===== src/modbus_defines.vh =====
// constants for the register and coil command interpreter
`ifndef MODBUS_DEFINES_VH
`define MODBUS_DEFINES_VH
`define FC_READ_HOLD      8'h03
`define FC_WRITE_COIL     8'h05
`define FC_WRITE_HOLD     8'h06
`define FC_EXCEPTION_BIT  8'h80
`define EXC_ILLEGAL_FUNC  8'h01
`define EXC_ILLEGAL_ADDR  8'h02
`define EXC_ILLEGAL_DATA  8'h03
`define BROADCAST_ADDR    8'h00
`define COIL_ON_VALUE     16'hff00
`define COIL_OFF_VALUE    16'h0000
`define COIL_RUN_NUMBER   16'h0001
`define CMD_SRC_LINK      16'h0003
`define REG_TRIP_CAUSE    16'h0012
`define REG_TRIP_STATE    16'h0013
`define REG_BASE_FREQ     16'h1203
`define REG_CMD_SOURCE    16'h1202
`define BASE_FREQ_RESET   16'h003c
`define CMD_SOURCE_RESET  16'h0001
`define MAX_READ_COUNT    16'h007d
`define CRC_INIT          16'hffff
`define CRC_POLY          16'ha001
`endif


===== src/modbus_slave.v =====
// command interpreter for read holding, write coil and write holding register
`include "modbus_defines.vh"
module modbus_slave #(
  parameter [7:0] SLAVE_ADDR = 8'h01
) (
  // clock and reset
  input  wire        mclk,
  input  wire        arst_n,
  // received frame bytes, already framed by the line receiver
  input  wire [7:0]  rx_data,
  input  wire        rx_valid,
  input  wire        rx_end,
  // transmit byte stream
  output reg  [7:0]  tx_data,
  output reg         tx_valid,
  input  wire        tx_ready,
  output reg         tx_done,
  // drive-side status inputs
  input  wire [15:0] trip_cause,
  input  wire [15:0] trip_state,
  // drive-side controls
  output reg         run_cmd,
  output reg  [15:0] base_freq,
  output reg  [15:0] cmd_source
);
  localparam [3:0] ST_RX = 4'h1, ST_EXEC = 4'h2, ST_TX = 4'h4, ST_CRC = 4'h8;
  reg  [3:0]  state_reg;
  reg  [7:0]  buf_reg [0:7];
  reg  [3:0]  cnt_reg;
  reg  [15:0] crc_reg;
  reg  [7:0]  tx_len_reg;
  reg  [7:0]  tx_idx_reg;
  reg  [7:0]  func_reg;
  reg  [7:0]  exc_reg;
  reg         crc_byte_reg;
  wire [15:0] crc_next;
  reg  [7:0]  tx_byte;
  wire [15:0] f_addr  = {buf_reg[2], buf_reg[3]};
  wire [15:0] f_value = {buf_reg[4], buf_reg[5]};
  wire [15:0] reg_num = f_addr + 16'h0001;
  wire [15:0] rd_count = f_value;
  wire [15:0] rx_crc  = {buf_reg[7], buf_reg[6]};
  wire        is_bcast = (buf_reg[0] == `BROADCAST_ADDR);
  wire        for_us   = is_bcast || (buf_reg[0] == SLAVE_ADDR);
  integer k;

  crc16_byte u_crc (
    .crc_in  (crc_reg),
    .data_in ((state_reg == ST_RX) ? rx_data : tx_byte),
    .crc_out (crc_next)
  );

  // register lookup for the read reply; unknown numbers read as zero
  function [15:0] read_reg;
    input [15:0] num;
    begin
      case (num)
        `REG_TRIP_CAUSE: read_reg = trip_cause;
        `REG_TRIP_STATE: read_reg = trip_state;
        `REG_BASE_FREQ:  read_reg = base_freq;
        `REG_CMD_SOURCE: read_reg = cmd_source;
        default:         read_reg = 16'h0000;
      endcase
    end
  endfunction

  // reply bytes 3 and 4 carry the first word, so the word index counts from byte 3
  wire [7:0]  rd_off   = tx_idx_reg - 8'h03;
  wire [15:0] rd_num   = reg_num + {9'h000, rd_off[7:1]};
  wire [15:0] rd_word  = read_reg(rd_num);

  always @* begin
    if (exc_reg != 8'h00) begin
      case (tx_idx_reg)
        8'h00:   tx_byte = buf_reg[0];
        8'h01:   tx_byte = func_reg | `FC_EXCEPTION_BIT;
        default: tx_byte = exc_reg;
      endcase
    end else if (func_reg == `FC_READ_HOLD) begin
      case (tx_idx_reg)
        8'h00:   tx_byte = buf_reg[0];
        8'h01:   tx_byte = func_reg;
        8'h02:   tx_byte = {rd_count[6:0], 1'b0};
        default: tx_byte = tx_idx_reg[0] ? rd_word[15:8] : rd_word[7:0];
      endcase
    end else begin
      tx_byte = buf_reg[tx_idx_reg[2:0]];
    end
  end

  always @(posedge mclk or negedge arst_n) begin
    if (!arst_n) begin
      state_reg    <= ST_RX;
      cnt_reg      <= 4'h0;
      crc_reg      <= `CRC_INIT;
      tx_len_reg   <= 8'h00;
      tx_idx_reg   <= 8'h00;
      func_reg     <= 8'h00;
      exc_reg      <= 8'h00;
      crc_byte_reg <= 1'b0;
      tx_data      <= 8'h00;
      tx_valid     <= 1'b0;
      tx_done      <= 1'b0;
      run_cmd      <= 1'b0;
      base_freq    <= `BASE_FREQ_RESET;
      cmd_source   <= `CMD_SOURCE_RESET;
      for (k = 0; k < 8; k = k + 1) begin
        buf_reg[k] <= 8'h00;
      end
    end else begin
      tx_done <= 1'b0;
      case (state_reg)
        ST_RX: begin
          if (rx_valid) begin
            if (cnt_reg < 4'h8) begin
              buf_reg[cnt_reg[2:0]] <= rx_data;
            end
            // keep counting past eight so an overlong frame is rejected
            if (cnt_reg != 4'hf) begin
              cnt_reg <= cnt_reg + 4'h1;
            end
            // crc runs over the address through the data only
            if (cnt_reg < 4'h6) begin
              crc_reg <= crc_next;
            end
          end
          if (rx_end) begin
            state_reg <= ST_EXEC;
          end
        end
        ST_EXEC: begin
          // bad length, crc or address: drop silently, like a line error
          state_reg <= ST_RX;
          func_reg  <= buf_reg[1];
          exc_reg   <= 8'h00;
          tx_idx_reg <= 8'h00;
          if (cnt_reg == 4'h8 && rx_crc == crc_reg && for_us) begin
            case (buf_reg[1])
              `FC_READ_HOLD: begin
                if (!is_bcast) begin
                  state_reg <= ST_TX;
                  if (rd_count == 16'h0000 || rd_count > `MAX_READ_COUNT) begin
                    exc_reg    <= `EXC_ILLEGAL_DATA;
                    tx_len_reg <= 8'h03;
                  end else begin
                    tx_len_reg <= 8'h03 + {rd_count[6:0], 1'b0};
                  end
                end
              end
              `FC_WRITE_COIL: begin
                state_reg  <= is_bcast ? ST_RX : ST_TX;
                tx_len_reg <= 8'h06;
                if (reg_num != `COIL_RUN_NUMBER) begin
                  exc_reg    <= `EXC_ILLEGAL_ADDR;
                  tx_len_reg <= 8'h03;
                end else if (f_value != `COIL_ON_VALUE && f_value != `COIL_OFF_VALUE) begin
                  exc_reg    <= `EXC_ILLEGAL_DATA;
                  tx_len_reg <= 8'h03;
                end else if (f_value == `COIL_ON_VALUE && cmd_source != `CMD_SRC_LINK) begin
                  exc_reg    <= `EXC_ILLEGAL_DATA;
                  tx_len_reg <= 8'h03;
                end else begin
                  run_cmd <= (f_value == `COIL_ON_VALUE);
                end
              end
              `FC_WRITE_HOLD: begin
                state_reg  <= is_bcast ? ST_RX : ST_TX;
                tx_len_reg <= 8'h06;
                if (reg_num == `REG_BASE_FREQ) begin
                  base_freq <= f_value;
                end else if (reg_num == `REG_CMD_SOURCE) begin
                  cmd_source <= f_value;
                end else begin
                  exc_reg    <= `EXC_ILLEGAL_ADDR;
                  tx_len_reg <= 8'h03;
                end
              end
              default: begin
                state_reg  <= is_bcast ? ST_RX : ST_TX;
                exc_reg    <= `EXC_ILLEGAL_FUNC;
                tx_len_reg <= 8'h03;
              end
            endcase
          end
          cnt_reg <= 4'h0;
          crc_reg <= `CRC_INIT;
        end
        ST_TX: begin
          if (!tx_valid || tx_ready) begin
            if (tx_idx_reg == tx_len_reg) begin
              // crc goes out low byte first on the wire
              tx_data      <= crc_reg[7:0];
              tx_valid     <= 1'b1;
              crc_byte_reg <= 1'b0;
              state_reg    <= ST_CRC;
            end else begin
              tx_data    <= tx_byte;
              tx_valid   <= 1'b1;
              crc_reg    <= crc_next;
              tx_idx_reg <= tx_idx_reg + 8'h01;
            end
          end
        end
        ST_CRC: begin
          if (tx_ready) begin
            if (!crc_byte_reg) begin
              tx_data      <= crc_reg[15:8];
              crc_byte_reg <= 1'b1;
            end else begin
              tx_valid  <= 1'b0;
              tx_done   <= 1'b1;
              crc_reg   <= `CRC_INIT;
              state_reg <= ST_RX;
            end
          end
        end
        default: begin
          state_reg <= ST_RX;
        end
      endcase
    end
  end
endmodule // modbus_slave


===== src/crc16_byte.v =====
// one byte step of the frame check sequence (reflected polynomial)
`include "modbus_defines.vh"
module crc16_byte (
  // input state and byte
  input  wire [15:0] crc_in,
  input  wire [7:0]  data_in,
  // updated state
  output reg  [15:0] crc_out
);
  integer i;
  always @* begin
    crc_out = crc_in ^ {8'h00, data_in};
    for (i = 0; i < 8; i = i + 1) begin
      if (crc_out[0]) begin
        crc_out = (crc_out >> 1) ^ `CRC_POLY;
      end else begin
        crc_out = crc_out >> 1;
      end
    end
  end
endmodule // crc16_byte


===== config.mk =====
export PLATFORM = sky130hd
export DESIGN_NAME = modbus_slave
export DESIGN_NICKNAME = d
export VERILOG_FILES = /design/src/modbus_slave.v /design/src/crc16_byte.v
export VERILOG_INCLUDE_DIRS = /design/src
export SDC_FILE = /design/constraint.sdc
export NUM_CORES = 1
export LEC_CHECK = 0
export ABC_AREA = 1
export BUFFER_PORTS_ARGS = -buffer_cell sky130_fd_sc_hd__buf_2
export CAP_MARGIN = 0
export CORE_UTILIZATION = 55
export CTS_BUF_LIST = sky130_fd_sc_hd__clkbuf_4 sky130_fd_sc_hd__clkbuf_8
export CTS_CLUSTER_DIAMETER = 30
export DETAILED_ROUTE_END_ITERATION = 8
export PLACE_DENSITY = 0.77
export SYNTH_ARGS = -nofsm -noshare
export SYNTH_HDL_FRONTEND = slang
export SYNTH_SLANG_ARGS = --single-unit

===== constraint.sdc =====
create_clock -name mclk -period 4.7 [get_ports mclk]
set_input_delay 1.175 -clock mclk [delete_from_list [all_inputs] [get_ports mclk]]
set_output_delay 1.175 -clock mclk [all_outputs]
set_load 0.02 [all_outputs]

# ---- Yosys cells after proc, flatten, opt, wreduce, memory -nomap -nowiden
# Index checks and enable logic that the tools add are counted.
dict set report word_totals {
  latch_bits 0
  elab_cells 190
  mem_bits_ro 0
  register_bits 164
  ram_bits 0
  out_inout_bits 43
  mem_count 0
}
dict set report classes {
  add_sub_neg 6
  n_reduce_logical 30
  div 0
  magnitude_cmp 6
  n_mux 75
  shifts 0
  mul 0
  n_eq_ne 36
  n_bitwise 15
}
# cell count
set op_table {}
lappend op_table {{$mux W16} 14}
lappend op_table {{$mux W8} 16}
lappend op_table {{$pmux W16 S4} 2}
lappend op_table {{$pmux W8 S3} 3}
lappend op_table {{$bwmux W64} 1}
lappend op_table {{$eq A16 B13 Y1 const B} 4}
lappend op_table {{$pmux W8 S2} 3}
lappend op_table {{$eq A16 B5 Y1 const B} 2}
lappend op_table {{$mux W4} 7}
lappend op_table {{$bmux W8 S3} 1}
lappend op_table {{$demux W8 S3} 1}
lappend op_table {{$eq A8 B2 Y1 const B} 3}
lappend op_table {{$not A2 Y3} 8}
lappend op_table {{$mux W3} 7}
lappend op_table {{$ne A2 B2 Y1 const B} 9}
lappend op_table {{$add A16 B1 Y16 const B} 1}
lappend op_table {{$add A16 B7 Y16} 1}
lappend op_table {{$eq A16 B16 Y1} 1}
lappend op_table {{$eq A16 B16 Y1 const B} 1}
lappend op_table {{$eq A8 B1 Y1 const B} 2}
lappend op_table {{$eq A8 B3 Y1 const B} 2}
lappend op_table {{$gt A16 B7 Y1 const B} 1}
lappend op_table {{$logic_not A16 Y1} 1}
lappend op_table {{$logic_not A8 Y1} 2}
lappend op_table {{38 further kinds} 75}

# ---- Depth between registers and ports, before layout
# Gate-level depths: netlist of the first run.
dict set report depth {
  ltp_word 29
  depth_mapped 42
}

# ---- By module
# Synthesis of the first run repeated with hierarchy kept, for this count alone.
dict set report unflattened {
  hier_cells 1515
  area_unflattened_um2 10700.3
}
# mod cells_per_inst area_each_um2 instances
set modules_own_cells {}
lappend modules_own_cells {modbus_slave 1450 10254.8 1}
lappend modules_own_cells {crc16_byte 65 445.4 1}

# ---- Least setup slack after synthesis of the first run
# Ideal clock, no wire load.
dict set report synth_path {
  path_kind {register to register}
  startpoint {reg tx_idx_reg[0]}
  endpoint {reg crc_reg[0]}
  t_arrival_ns 4.254
  slack_ns 0.388
  path_buffers 3
  synth_period_minus_slack_ns 4.312
  setup_ns 0.058
  t_required_ns 4.642
  stages_incl_launch_ff 43
  cell_sequence {dfrtp_1 clkbuf_1 inv_1 clkbuf_1 ha_1 ha_1 inv_1 fa_1 inv_1 nand2_1 nand3_1 nand3_2 nand2_2 nand2_1 nand2_1 nand2_1 nor2_2 nand2_2 [7 not listed] nand3_1 nand2_1 nand2_2 nand3_2 nand2_2 nand2_1 nand2_1 nand2_1 nand3_1 nand2_2 inv_2 nand2_2 nand2_2 nand2_1 nand3_1 nand3_1 nand2_1 inv_1}
}
dict set report synth_via {
  elab_chain_cells 22
}
# element line_no
set synth_lines {}
lappend synth_lines {{start, declared} modbus_slave.v:32} ;# reg [7:0] tx_idx_reg;
lappend synth_lines {{start signal, assigned} modbus_slave.v:200} ;# tx_idx_reg <= tx_idx_reg + 8'h01;
lappend synth_lines {{$sub A8 B2 Y8} modbus_slave.v:68} ;# wire [7:0] rd_off = tx_idx_reg - 8'h03;
lappend synth_lines {{$add A16 B7 Y16} modbus_slave.v:69} ;# wire [15:0] rd_num = reg_num + {9'h000, rd_off[7:1]};
lappend synth_lines {{$eq A16 B13 Y1 / $eq A16 B5 Y1 (equally long branches)} modbus_slave.v:57} ;# case (num)
lappend synth_lines {{$pmux W16 S4} modbus_slave.v:57}
lappend synth_lines {{$mux W8} modbus_slave.v:84} ;# default: tx_byte = tx_idx_reg[0] ? rd_word[15:8] : rd_word[7:0];
lappend synth_lines {{$pmux W8 S3} modbus_slave.v:80} ;# case (tx_idx_reg)
lappend synth_lines {{$mux W8} modbus_slave.v:79} ;# end else if (func_reg == `FC_READ_HOLD) begin
lappend synth_lines {{$mux W8} modbus_slave.v:73} ;# if (exc_reg != 8'h00) begin
lappend synth_lines {{$mux W8} modbus_slave.v:49} ;# .data_in ((state_reg == ST_RX) ? rx_data : tx_byte),
lappend synth_lines {{$xor A16 B8 Y16} crc16_byte.v:12} ;# crc_out = crc_in ^ {8'h00, data_in};
lappend synth_lines {{$mux W16 / $not A2 Y3 (equally long branches) (6 in a row)} --}
lappend synth_lines {{$not A2 Y3 (no source line) / $mux W16 (equally long branches)} --}
lappend synth_lines {{$mux W16 (2 in a row)} crc16_byte.v:14} ;# if (crc_out[0]) begin
lappend synth_lines {{$mux W16 (on tied branches)} {modbus_slave.v:190, modbus_slave.v:123}}
lappend synth_lines {{$mux W16 (on tied branches)} {modbus_slave.v:189, modbus_slave.v:114}}
lappend synth_lines {{$pmux W16 S4} modbus_slave.v:112} ;# case (state_reg)
lappend synth_lines {{end signal, assigned} modbus_slave.v:124} ;# crc_reg <= crc_next;
lappend synth_lines {{end signal, assigned} modbus_slave.v:186} ;# crc_reg <= `CRC_INIT;
lappend synth_lines {{end signal, assigned} modbus_slave.v:199} ;# crc_reg <= crc_next;
lappend synth_lines {{end, declared} modbus_slave.v:30} ;# reg [15:0] crc_reg;
# Parallel ways exist; a longest one is shown, timed or not. The select of a mux whose other input is x is not followed.
# A chain may end at the register's enable or synchronous reset.

# ---- Worst setup path after layout of the first run
dict set report layout_path {
  startpoint {reg tx_idx_reg[1]}
  endpoint {reg crc_reg[0]}
}
# The elaborated chain is that of the path after synthesis.

==> parameters.txt, run 1 <==
Parameter                              Value

Global route
  Global-route met3 utilization    0.0581
  Number of global-route vias before repair    10100
  Overall Global Routing Usage    0.354
  Wire length of the first global-routing pass    between 50 and 60 mm
  Grt ovf    0
  Maximum number of pins on one net before global-route repair    98
  Layer carrying the most global-route usage    met2
  Antenna violations before repair    0
  Met1 capacity usage during global routing    0.488
  GRT met2 Usage    0.553

STA
  Slew HR    0.173
  Portion of the clock cycle consumed by the worst path in the final layout    0.974
  Hold violation count in the final report    0
  Period minus WS final    approximately 4.6 ns
  Final slew viol count    0
  Slew at the pin with the worst max-slew slack    1.21 ns
  Clk_skew    0.0219 ns
  Total of endpoints with negative setup slack in the final report    0
  Fmax achieved    219 MHz

Setup path
  Critical path startpoint category    flop
  Internal reg-to-reg setup slack    0.12 ns
  Critical-path maximum fanout    6
  Type of destination of the critical path    flop
  Worst path slowest cell    sky130_fd_sc_hd__dfrtp_2
  Setup crit start    tx_idx_reg[1]$_DFFE_PN0P_
  Reg-to-reg critical path endpoint    crc_reg[0]$_DFFE_PN1P_
  Signal arrival time at the worst endpoint    5.00 ns
  Number of cells traversed by the worst register-to-register path    39
  Slowest Stage Delay on Critical Path    0.48 ns
  Worst Path Required    5.12 ns
  Critical R2R Launch    tx_idx_reg[1]$_DFFE_PN0P_
  Crit Path Category    reg -> reg
  Capturing element of the worst setup path    crc_reg[0]$_DFFE_PN1P_

Synth
  Number of cells produced by synthesis    between 1500 and 2000
  Average instance area after synthesis    6.99 µm²
  Count of flip-flops with a built-in enable after synthesis    0
  Combinational family with the most area after synthesis    simple AND/OR/NAND/NOR gates
  Number of warnings printed during yosys synthesis    0
  Post-synth top area share    0.320
  Cell type with the highest aggregate area in the netlist    sky130_fd_sc_hd__dfrtp_1
  Post-Syn Nets    1590
  Arithmetic-cell share of the synthesized area counting full adders, half adders and majority gates    0.0266
  Post-synthesis xor/xnor area fraction    0.0263
  Multiplexer area fraction after synthesis    0.000941
  FFs w/ async S/R, synth    1.00
  Top area cells in the synthesized netlist    sky130_fd_sc_hd__dfrtp_1 (32%), sky130_fd_sc_hd__nand2_1 (16%), sky130_fd_sc_hd__o21ai_0 (8.0%)
  Register area share after synthesis    0.374
  Number of distinct library cells after synthesis    48
  Synth Area in Simple Gates    0.347
  Most used standard cell by instance count after synthesis    sky130_fd_sc_hd__nand2_1
  Commonest cells in the netlist    sky130_fd_sc_hd__nand2_1 (440), sky130_fd_sc_hd__inv_1 (171), sky130_fd_sc_hd__o21ai_0 (171)
  Compound-Gate Fraction of Synth Area    0.144
  Register bit total from synthesis    between 150 and 200
  Combined area of all synthesized cells    around 11000 µm²
  Flip-flop cell with the highest count after synthesis    sky130_fd_sc_hd__dfrtp_1

Cells and area
  Fill cell total of the finished layout    1696
  Post-synthesis to final-layout area growth    16.6%
  Nets@finish    ~1700
  Fraction of layout instances using a drive strength above 1    0.202
  Non-filler cells, final    roughly 1900
  Flip-flop count of the largest register after layout    64
  Ant diodes    0
  Sequential cell area    approximately 4000 µm²
  Multi-input logic area    6160 µm²

Clock network
  CTS tree    built
  Source-to-sink clock delay at the later pin of the worst-skew pair    0.49 ns
  Sink count of the clock tree    approximately 160
  Deepest level of the CTS H-tree    4
  Root buffer cell    sky130_fd_sc_hd__clkbuf_8
  Max Root-Sink Buffers    2
  Clock transition time at the flip-flop clock pins of the worst setup and hold paths    0.09 ns
  Clock buffer count from CTS    17

Pwr
  Power consumption    about 7.8 mW
  Sequential group share of total power    0.291
  Share of power burned in combinational logic    0.576
  Fraction of power consumed by the clock network    0.133
  Internal power    around 3.7 mW
  Worst vdd ir    0.556 mV
  NetSw    4.09 mW
  Pwr per Cell Area    around 630 nW/µm²
  Switching Share    0.524
  Standby leakage power    6.08 nW

Route
  Antenna viol nets, final    0
  Routed len/inst    18.6 µm
  Number of detailed-route iterations in the first pass    6
  Post-detailed-route via-to-cell ratio    5.99
  Number of DRC violations after detailed routing    0
  Initial detailed-routing violation count    1315
  Number of vias after detailed routing    11400
  Sum of routed wire length over all layers    35.6 mm

Floorplan
  Row count    50
  Die Wd    141 µm
  Die span in y    around 140 µm
  I/O pin total    88
  Die area    19900 µm²
  Effective utilization at floorplan    0.565
  Core Area    ~19000 µm²

Place
  Post-detail-place hpwl    roughly 26 mm
  Placed cell count    1866
  Gpl congestion    0.985
  Number of buffer cells added on primary ports    87

Run
  Max-Cap Viols    0

Min path
  Path category of the worst min-delay check    reg -> reg

Status
  Result of the run    completed
cells in the final DEF (no fill, tap or decap), drive strengths merged, types with 2 or more instances in the layout:
cell type  count
o21ai        173
dfstp         22
xnor2          8
nor4          22
nor3          22
nand3b         3
a22oi          9
a221oi         2
o31ai          4
nand3        102
o221ai        12
nor2         113
nand4         65
a31oi          5
clkbuf        17
a41oi          2
nand2        465
o211ai         5
xor2          24
o22ai         13
nor3b          2
or2           12
ha            21
inv          182
a21oi         48
dfrtp        136
clkinv        14
buf          136
stage by stage:
step / hold WS, ns / setup TNS (ns) / instance area (µm²) / utilization / setup slack [ns]
floorplan: 0.453 / 0 / 10600 / - / 0.388
global placement: 0.460 / 0 / 11500 / 0.612 / 0.226
detailed placement: 0.462 / 0 / 11500 / 0.612 / 0.0837
CTS: 0.488 / 0 / 11900 / 0.633 / 0.0479
global route: 0.506 / -0.341 / 12400 / 0.659 / -0.139
finish: 0.484 / 0 / 12400 / 0.659 / 0.124
cell type report:
cell class / instances / area share
Multi-Input combinational cell: 1141 / 0.497
Sequential cell: 158 / 0.321
Timing Repair Buffer: 136 / 0.0685
Inverter: 182 / 0.0551
Tap cell: 260 / 0.0262
Clock buffer: 17 / 0.0189
Clock inverter: 15 / 0.0133
timing repair:
| action | in CTS | in global routing |
|---|---|---|
| hold buffers | 0 | 0 |
| gates resized for setup | 0 | 95 |
| setup endpoints to repair | 0 | 7 |
| buffers inserted | 0 | 11 |
kinds of logic (layout without fill, tap and decap cells):
family	Yosys count	after routing
AOI/OAI and AO/OA	276	276
muxes	1	1
buffers and inverters	225	350
DFF	158	158
and+or+nand+nor	809	810
xor gates and xnor gates	32	32
adders and majority gates	22	22
routing by layer:
layer / share of wire / routed length [µm]
met1: 0.42 / 14800
met2: 0.45 / 15900
met3: 0.095 / 3380
met4: 0.042 / 1480
met5: 0 / 0
power groups by stage:
| stage | Clock (mW) | Combinational [mW] | Sequential (mW) |
|---|---|---|---|
| after floorplan | 0 | 2.91 | 2.10 |
| after global placement | 0 | 3.88 | 2.26 |
| after detailed placement | 0 | 3.97 | 2.27 |
| after CTS | 1.04 | 3.98 | 2.25 |
| after global routing | 1.08 | 4.94 | 2.31 |
| final | 1.04 | 4.49 | 2.28 |
worst max-delay path, delay by kind of cell (launching register included):
family        cells  cell delay [ns]
simple gates     31             2.90
fa+ha+maj         2             0.54
flops             1             0.48
buf+inv           5             0.44
xor+xnor          1             0.15
worst min path at each step:
stage / from / endpoint / slack, ns / cells after the start
floorplan: buf_reg[47]$_DFFE_PN0P_ / buf_reg[47]$_DFFE_PN0P_ / 0.45 / 2
global placement: tx_data[2]$_DFFE_PN0P_ / tx_data[2]$_DFFE_PN0P_ / 0.46 / 2
detailed placement: tx_data[1]$_DFFE_PN0P_ / tx_data[1]$_DFFE_PN0P_ / 0.46 / 2
CTS: tx_data[1]$_DFFE_PN0P_ / tx_data[1]$_DFFE_PN0P_ / 0.49 / 2
global route: tx_data[6]$_DFFE_PN0P_ / tx_data[6]$_DFFE_PN0P_ / 0.51 / 2
finish: tx_data[1]$_DFFE_PN0P_ / tx_data[1]$_DFFE_PN0P_ / 0.48 / 2
(Power assumes the default switching activity.)
==> run 2, diff against run 1 <==
--- a/config.mk
+++ b/config.mk
@@ -16,4 +16,5 @@
 export PLACE_DENSITY = 0.77
 export SYNTH_ARGS = -nofsm -noshare
 export SYNTH_HDL_FRONTEND = slang
+export SYNTH_HIERARCHICAL = 1
 export SYNTH_SLANG_ARGS = --single-unit
==> run 2 against run 1 <==
  * The flow now finishes with violations (negative setup slack)
  * Cell area increased by 4.6%
  * First-iteration DRC count is 17% lower
  * Via count down 1.3%
  * Clock power barely moved
  * Register-to-register slack got worse by 0.33 ns
  * Combinational power grew 42%
  * Final cell count grew 2.6%
  * Sequential share of layout area fell by 1.4 points
  * Synthesized cell count is 0.53% lower
  * Flip-flop and latch count unchanged
  * Global-route usage grew 0.49 points
  * Count of clock-buffer cells in the layout unchanged
==> parameters.txt, run 2 <==
Parameter                              Value

Clock network
  Sink count of the clock tree    158 (unchanged)
  Max Root-Sink Buffers    2 (unchanged)
  Clock buffer count from CTS    17 (unchanged)
  Clock transition time at the flip-flop clock pins of the worst setup and hold paths    0.10 ns (about the same)
  CTS tree    built
  Deepest level of the CTS H-tree    4 (unchanged)
  Root buffer cell    sky130_fd_sc_hd__clkbuf_8
  Source-to-sink clock delay at the later pin of the worst-skew pair    0.48 ns (about the same)

Setup path
  Slowest Stage Delay on Critical Path    0.44 ns (-0.04 ns)
  Type of destination of the critical path    flop
  Crit Path Category    reg -> reg
  Critical path startpoint category    flop
  Critical R2R Launch    tx_idx_reg[1]$_DFFE_PN0P_
  Most frequent CP cell    sky130_fd_sc_hd__nand2_2
  Number of cells traversed by the worst register-to-register path    35 (-10%)
  Worst path slowest cell    sky130_fd_sc_hd__dfrtp_2
  Worst Path Required    5.11 ns (about the same)
  Capturing element of the worst setup path    crc_reg[14]$_DFFE_PN1P_
  Setup crit start    tx_idx_reg[1]$_DFFE_PN0P_
  Signal arrival time at the worst endpoint    5.32 ns (+0.32 ns)
  Reg-to-reg critical path endpoint    crc_reg[14]$_DFFE_PN1P_
  Critical-path maximum fanout    7 (+1)
  Internal reg-to-reg setup slack    -0.21 ns (-0.33 ns)

Floorplan
  I/O pin total    88 (unchanged)
  Die span in y    141 µm (+0.27%)
  Effective utilization at floorplan    0.566 (+0.00117)
  Die area    20000 µm² (+0.53%)
  Core Area    18900 µm² (+0.33%)
  Die Wd    141 µm (+0.27%)
  Row count    50 (unchanged)

Synth
  Average instance area after synthesis    7.06 µm² (+1.1%)
  FFs w/ async S/R, synth    1.00 (unchanged)
  Multiplexer area fraction after synthesis    0 (-0.000941)
  Count of flip-flops with a built-in enable after synthesis    0 (unchanged)
  Combinational family with the most area after synthesis    simple AND/OR/NAND/NOR gates
  Arithmetic-cell share of the synthesized area counting full adders, half adders and majority gates    0.0264 (-0.000143)
  Number of distinct library cells after synthesis    49 (+2.1%)
  Post-synth top area share    0.318 (-0.00172)
  Number of cells produced by synthesis    1515 (-0.53%)
  Post-Syn Nets    1582 (-0.50%)
  Synth Area in Simple Gates    0.320 (-0.0269)
  Register area share after synthesis    0.372 (-0.00201)
  Number of warnings printed during yosys synthesis    6 (+6)
  Flip-flop cell with the highest count after synthesis    sky130_fd_sc_hd__dfrtp_1
  Commonest cells in the netlist    sky130_fd_sc_hd__nand2_1 (419), sky130_fd_sc_hd__o21ai_0 (201), sky130_fd_sc_hd__inv_1 (183)
  Register bit total from synthesis    158 (unchanged)
  Cell type with the highest aggregate area in the netlist    sky130_fd_sc_hd__dfrtp_1
  Post-synthesis xor/xnor area fraction    0.0423 (+0.0160)
  Combined area of all synthesized cells    10700 µm² (+0.54%)
  Top area cells in the synthesized netlist    sky130_fd_sc_hd__dfrtp_1 (32%), sky130_fd_sc_hd__nand2_1 (15%), sky130_fd_sc_hd__o21ai_0 (9.4%)
  Most used standard cell by instance count after synthesis    sky130_fd_sc_hd__nand2_1
  Compound-Gate Fraction of Synth Area    0.148 (+0.00437)

Route
  Initial detailed-routing violation count    1097 (-17%)
  Antenna viol nets, final    0 (unchanged)
  Routed len/inst    18.0 µm (-3.2%)
  Number of DRC violations after detailed routing    0 (unchanged)
  Number of detailed-route iterations in the first pass    7 (+1)
  Number of vias after detailed routing    11300 (-1.3%)
  Post-detailed-route via-to-cell ratio    5.77 (-3.8%)
  Sum of routed wire length over all layers    35.3 mm (-0.67%)

STA
  Period minus WS final    4.91 ns (+0.333 ns)
  Slew at the pin with the worst max-slew slack    1.24 ns (+0.0289 ns)
  Clk_skew    0.0205 ns (-0.00131 ns)
  Hold violation count in the final report    0 (unchanged)
  Unrepaired setup endpoints after global routing    yes
  WHS    0.487 ns (+0.00387 ns)
  Portion of the clock cycle consumed by the worst path in the final layout    1.04 (+0.0708)
  Total of endpoints with negative setup slack in the final report    7 (+7)
  Fmax achieved    204 MHz (-6.8%)
  Final total negative setup slack    -0.813 ns (-0.813 ns)
  Final slew viol count    0 (unchanged)
  Slew HR    0.175 (+0.00159)
  Post-route setup slack    -0.209 ns (-0.333 ns)

Status
  Result of the run    complete, but fails checks
  Violations in the final reports    negative setup slack

Cells and area
  Commonest cells after routing, fill and taps aside    sky130_fd_sc_hd__nand2_1 (399), sky130_fd_sc_hd__o21ai_0 (184), sky130_fd_sc_hd__inv_1 (179)
  Final Cell Area    13000 µm² (+4.6%)
  Ant diodes    0 (unchanged)
  Post-synthesis to final-layout area growth    21.3%
  Non-filler cells, final    1958 (+2.6%)
  Most frequent standard cell in the layout excluding fill and tap cells    sky130_fd_sc_hd__nand2_1
  Nets@finish    1752 (+2.9%)
  Flip-flop count of the largest register after layout    64 (unchanged)
  Fraction of layout instances using a drive strength above 1    0.239 (+0.0366)

Place
  Gpl congestion    1.10 (+11%)
  Post-detail-place hpwl    25.7 mm (-2.8%)
  Number of buffer cells added on primary ports    87 (unchanged)
  Cell Area, Placed    12000 µm² (+3.8%)
  Placed cell count    1905 (+2.1%)

Global route
  Antenna violations before repair    0 (unchanged)
  Overall Global Routing Usage    0.359 (+0.00492)
  Maximum number of pins on one net before global-route repair    105 (+7.1%)
  Grt ovf    0 (unchanged)
  Number of global-route vias before repair    10300 (+2.5%)
  Wire length of the first global-routing pass    54.9 mm (+2.1%)

Pwr
  Pwr per Cell Area    749 nW/µm² (+19%)
  Worst vdd ir    0.669 mV (+20%)
  Power consumption    9.72 mW (+24%)
  Standby leakage power    6.30 nW (+3.6%)

Min path
  Path category of the worst min-delay check    reg -> reg

Run
  Max-Cap Viols    0 (unchanged)
[run 2: stage by stage]
| step | utilization | setup slack, ns |
|---|---|---|
| CTS | 0.668 | 0.00659 |
| global placement | 0.633 | -0.148 |
| global route | 0.687 | -0.468 |
| floorplan | - | 0.0346 |
| finish | 0.687 | -0.209 |
| detailed placement | 0.633 | -0.295 |
[run 2: cell type report]
type | instances | area, µm²
Clock inverter | 15 | 161
Inverter | 196 | 746
Timing Repair Buffer | 203 | 1360
Clock buffer | 17 | 234
Fill cell | 1583 | 5910
Sequential cell | 158 | 3990
Multi-Input combinational cell | 1109 | 6160
Tap cell | 260 | 325
[run 2: cells by family (layout without fill, tap and decap cells)]
logic type | Yosys count | after routing
compound gates | 294 | 294
buf+inv | 248 | 431
flops | 158 | 158
xor+xnor | 50 | 50
simple gates | 743 | 743
fa+ha+maj | 22 | 22
[run 2: how the worst min path moves through the flow]
| stage | start | cells past startpoint | slack (ns) | endpoint |
|---|---|---|---|---|
| floorplan | buf_reg[47]$_DFFE_PN0P_ | 2 | 0.45 | buf_reg[47]$_DFFE_PN0P_ |
| global placement | tx_data[0]$_DFFE_PN0P_ | 2 | 0.46 | tx_data[0]$_DFFE_PN0P_ |
| detailed placement | tx_data[0]$_DFFE_PN0P_ | 2 | 0.46 | tx_data[0]$_DFFE_PN0P_ |
| CTS | tx_data[0]$_DFFE_PN0P_ | 2 | 0.49 | tx_data[0]$_DFFE_PN0P_ |
| global route | tx_data[3]$_DFFE_PN0P_ | 2 | 0.50 | tx_data[3]$_DFFE_PN0P_ |
| finish | tx_data[3]$_DFFE_PN0P_ | 2 | 0.49 | tx_data[3]$_DFFE_PN0P_ |
[run 2: power breakdown]
part / switching, mW / internal, mW
clock network: 0.622 / 0.399
logic: 3.86 / 2.51
registers: 0.495 / 1.83
total: 4.98 / 4.74
[run 2: what timing repair did]
| item | 4_1_cts | 5_1_grt |
|---|---|---|
| setup endpoints to repair | 7 | 11 |
| hold buffers | 0 | 0 |
| setup buffers | 12 | 9 |
| pin swaps | 31 | 47 |
| gates resized for setup | 48 | 71 |
[run 2: critical path: cells and delay by family (launching register included)]
| kind | cells | cell delay (ns) |
|---|---|---|
| simple gates | 20 | 2.22 |
| buf+inv | 7 | 0.78 |
| fa+ha+maj | 3 | 0.78 |
| flops | 1 | 0.44 |
| compound gates | 3 | 0.34 |
| xor+xnor | 2 | 0.26 |
[run 2: per-layer routing]
layer  track usage  share of wire  routed length [µm]
met5             0              0                   0
met4         0.146          0.037                1320
met3        0.0661          0.088                3100
met2         0.580           0.46               16200
met1         0.478           0.42               14700
==> run 3, diff against run 2 <==
--- a/config.mk
+++ b/config.mk
@@ -6,7 +6,6 @@
 export SDC_FILE = /design/constraint.sdc
 export NUM_CORES = 1
 export LEC_CHECK = 0
-export ABC_AREA = 1
 export BUFFER_PORTS_ARGS = -buffer_cell sky130_fd_sc_hd__buf_2
 export CAP_MARGIN = 0
 export CORE_UTILIZATION = 55
==> run 3 against run 2 <==
  * The flow still finishes with violations (negative setup slack)
  * Sequential share of layout area about the same
  * Total power decreased by 2.9%
  * Clock skew is 0.0013 ns higher
  * Die area shrank 0.24%
  * Fmax decreased by 7.7%
  * Critical path type unchanged
  * Largest cell class unchanged
  * Largest power group unchanged
==> parameters.txt, run 3 <==
Parameter                              Value

Min path
  Number of cells on the worst hold path    2 (unchanged)
  Path category of the worst min-delay check    reg -> reg
  Hold wc startpoint    func_reg[7]$_DFFE_PN0P_
  Worst Hold Path EP    func_reg[7]$_DFFE_PN0P_

Setup path
  Number of cells traversed by the worst register-to-register path    24 (-31%)
  Critical R2R Launch    tx_idx_reg[0]$_DFFE_PN0P_
  Reg-to-reg critical path endpoint    crc_reg[14]$_DFFE_PN1P_
  Type of destination of the critical path    flop
  Cell breakdown of the critical path    clkinv_2, ha_1, ha_1, inv_1, fa_1, nor2b_2, o311a_1, o21a_1, o21ai_4, nor4b_4, buf_4, mux2_4, buf_4, o41ai_4, a221oi_2, o41a_1, a21oi_2, xnor2_2, xnor2_2, xnor2_4, buf_6, xnor2_2, nor2_1, o21ai_1
  Slowest Stage Delay on Critical Path    0.43 ns (about the same)
  Setup crit start    tx_idx_reg[0]$_DFFE_PN0P_
  Internal reg-to-reg setup slack    -0.62 ns (-0.41 ns)
  Crit Path Category    reg -> reg
  Critical path startpoint category    flop
  Most frequent CP cell    sky130_fd_sc_hd__xnor2_2
  Worst Path Required    5.11 ns (about the same)
  Signal arrival time at the worst endpoint    5.73 ns (+0.41 ns)
  Worst path slowest cell    sky130_fd_sc_hd__dfrtp_1
  Critical-path maximum fanout    5 (-2)

Place
  Gpl congestion    1.04 (-4.9%)
  Cell Area, Placed    12000 µm² (+0.63%)
  Post-detail-place hpwl    24.6 mm (-4.5%)
  Number of buffer cells added on primary ports    87 (unchanged)

Synth
  Average instance area after synthesis    9.83 µm² (+39%)
  Cell type with the highest aggregate area in the netlist    sky130_fd_sc_hd__dfrtp_1
  Combined area of all synthesized cells    10700 µm² (-0.25%)
  Most used standard cell by instance count after synthesis    sky130_fd_sc_hd__dfrtp_1
  Post-synth top area share    0.319 (+0.000783)
  Flip-flop cell with the highest count after synthesis    sky130_fd_sc_hd__dfrtp_1
  Count of flip-flops with a built-in enable after synthesis    0 (unchanged)
  Number of cells produced by synthesis    1086 (-28%)
  Number of warnings printed during yosys synthesis    6 (unchanged)
  Register bit total from synthesis    158 (unchanged)
  FFs w/ async S/R, synth    1.00 (unchanged)
  Register area share after synthesis    0.373 (+0.000916)
  Post-Syn Nets    1153 (-27%)
  Number of distinct library cells after synthesis    91 (+86%)
  Top area cells in the synthesized netlist    sky130_fd_sc_hd__dfrtp_1 (32%), sky130_fd_sc_hd__mux2_2 (11%), sky130_fd_sc_hd__dfstp_2 (5.4%)
  Commonest cells in the netlist    sky130_fd_sc_hd__dfrtp_1 (136), sky130_fd_sc_hd__nand2_1 (109), sky130_fd_sc_hd__mux2_2 (102)

Pwr
  Standby leakage power    5.74 nW (-8.9%)
  NetSw    4.17 mW (-16%)
  Pwr per Cell Area    727 nW/µm² (-2.9%)
  Worst vdd ir    0.933 mV (+40%)
  Share of power burned in combinational logic    0.623 (-0.032)
  Switching Share    0.441 (-0.0705)
  Internal power    5.27 mW (+11%)
  Sequential group share of total power    0.266 (+0.026)
  Fraction of power consumed by the clock network    0.110 (+0.005)

Clock network
  Deepest level of the CTS H-tree    4 (unchanged)
  Clock buffer count from CTS    17 (unchanged)
  Root buffer cell    sky130_fd_sc_hd__clkbuf_8
  Clock transition time at the flip-flop clock pins of the worst setup and hold paths    0.10 ns (about the same)
  CTS tree    built
  Source-to-sink clock delay at the later pin of the worst-skew pair    0.49 ns (about the same)
  Max Root-Sink Buffers    2 (unchanged)
  Sink count of the clock tree    158 (unchanged)

STA
  Post-route setup slack    -0.620 ns (-0.411 ns)
  Final slew viol count    0 (unchanged)
  Total of endpoints with negative setup slack in the final report    11 (+4)
  Portion of the clock cycle consumed by the worst path in the final layout    1.13 (+0.0875)
  Period minus WS final    5.32 ns (+0.411 ns)
  Fmax achieved    188 MHz (-7.7%)
  Hold violation count in the final report    0 (unchanged)
  Slew at the pin with the worst max-slew slack    1.22 ns (-0.0190 ns)
  Unrepaired setup endpoints after global routing    yes
  Clk_skew    0.0218 ns (+0.00127 ns)
  Slew HR    0.181 (+0.00640)

Floorplan
  Effective utilization at floorplan    0.565 (-0.00139)
  Die area    20000 µm² (-0.24%)
  I/O pin total    88 (unchanged)
  Die Wd    141 µm (-0.12%)
  Die span in y    141 µm (-0.12%)
  Core Area    18900 µm² (unchanged)
  Row count    50 (unchanged)

Status
  Violations in the final reports    negative setup slack
  Result of the run    complete, but fails checks

Route
  Routed len/inst    22.5 µm (+25%)
  Number of vias after detailed routing    9785 (-13%)
  Antenna viol nets, final    0 (unchanged)
  Initial detailed-routing violation count    874 (-20%)
  Sum of routed wire length over all layers    34.5 mm (-2.5%)
  Post-detailed-route via-to-cell ratio    6.38 (+11%)
  Number of DRC violations after detailed routing    0 (unchanged)
  Number of detailed-route iterations in the first pass    5 (-2)

Cells and area
  Fill cell total of the finished layout    1439 (-9.1%)
  Nets@finish    1327 (-24%)
  Fraction of layout instances using a drive strength above 1    0.384 (+0.146)
  Post-synthesis to final-layout area growth    21.6%
  Commonest cells after routing, fill and taps aside    sky130_fd_sc_hd__dfrtp_1 (136), sky130_fd_sc_hd__buf_4 (126), sky130_fd_sc_hd__nand2_1 (108)
  Most frequent standard cell in the layout excluding fill and tap cells    sky130_fd_sc_hd__dfrtp_1
  Multi-input logic area    6710 µm² (+8.8%)
  Final Cell Area    13000 µm² (about the same)
  Ant diodes    0 (unchanged)
  Final standard cell utilization of the core    0.687 (about the same)
  Flip-flop count of the largest register after layout    64 (unchanged)
  Sequential cell area    3980 µm² (about the same)

Global route
  Antenna violations before repair    0 (unchanged)
  Overall Global Routing Usage    0.352 (-0.00757)
  Grt ovf    0 (unchanged)
  Wire length of the first global-routing pass    52.9 mm (-3.5%)
  Number of global-route vias before repair    9473 (-8.3%)
  Maximum number of pins on one net before global-route repair    116 (+10%)

Run
  Max-Cap Viols    0 (unchanged)
[run 3: layer usage]
layer | share of wire | GRT usage | vias up
met4 | 0.044 | 0.144 | 0
met1 | 0.40 | 0.462 | 4765
met2 | 0.46 | 0.560 | 545
met3 | 0.089 | 0.0827 | 117
li1 | - | - | 4358
met5 | 0 | 0 | -
[run 3: worst max path at each step]
| stage | to | slack, ns | depth (start not counted) |
|---|---|---|---|
| after detailed placement | crc_reg[0]$_DFFE_PN1P_ | -0.66 | 22 |
| after global placement | crc_reg[14]$_DFFE_PN1P_ | -0.51 | 24 |
| after global routing | crc_reg[14]$_DFFE_PN1P_ | -0.85 | 24 |
| after CTS | crc_reg[14]$_DFFE_PN1P_ | -0.58 | 22 |
| after floorplan | crc_reg[0]$_DFFE_PN1P_ | -0.60 | 23 |
| final | crc_reg[14]$_DFFE_PN1P_ | -0.62 | 24 |
[run 3: per-stage QoR]
step                instances  worst slack (ns)  setup TNS [ns]  power [mW]  hold WS, ns
global placement         1479            -0.514           -2.29        7.18        0.470
floorplan                1086            -0.598           -1.79        5.57        0.447
global route             1533            -0.850           -6.47        9.93        0.528
CTS                      1524            -0.582           -3.51        8.86        0.497
detailed placement       1479            -0.661           -3.96        7.30        0.477
finish                   1533            -0.620           -3.85        9.44        0.499
[run 3: cell type report]
cell class | count | share of cell area
Clock inverter | 12 | 0.00964
Timing Repair Buffer | 219 | 0.113
Tap cell | 260 | 0.0251
Sequential cell | 158 | 0.307
Multi-Input combinational cell | 835 | 0.517
Inverter | 29 | 0.00848
Clock buffer | 20 | 0.0207
[run 3: logic make-up (layout without fill, tap and decap cells)]
kind of cell | after synthesis | in the layout | share of synthesized area
fa+ha+maj | 22 | 22 | 0.0265
compound gates | 226 | 226 | 0.145
flops | 158 | 158 | 0.373
simple gates | 369 | 369 | 0.185
buf+inv | 94 | 280 | 0.0411
mux | 135 | 136 | 0.157
xor+xnor | 82 | 82 | 0.0714
[run 3: what timing repair did]
item                                    CTS  global route
resized for setup                        44            28
buffers inserted                         13             8
pin swaps                                29            22
hold buffers                              0             0
cloned                                    0             1
endpoints found under the setup margin   11            12
[run 3: worst max-delay path, delay by kind of cell (launching register included)]
family | cells | cell delay (ns)
XOR/XNOR | 4 | 0.69
AO/OA/AOI/OAI | 8 | 1.81
adder cells (fa/ha/maj) | 3 | 0.90
multiplexers | 1 | 0.35
flip-flops | 1 | 0.43
buffers and inverters | 5 | 0.64
AND/OR/NAND/NOR | 3 | 0.44
[run 3: power groups by stage]
stage | clock network (mW) | registers (mW) | logic (mW)
2_1_floorplan | 0 | 2.14 | 3.44
3_3_place_gp | 0 | 2.47 | 4.71
3_5_place_dp | 0 | 2.49 | 4.81
4_1_cts | 1.05 | 2.47 | 5.34
5_1_grt | 1.10 | 2.55 | 6.28
6_report | 1.04 | 2.51 | 5.88
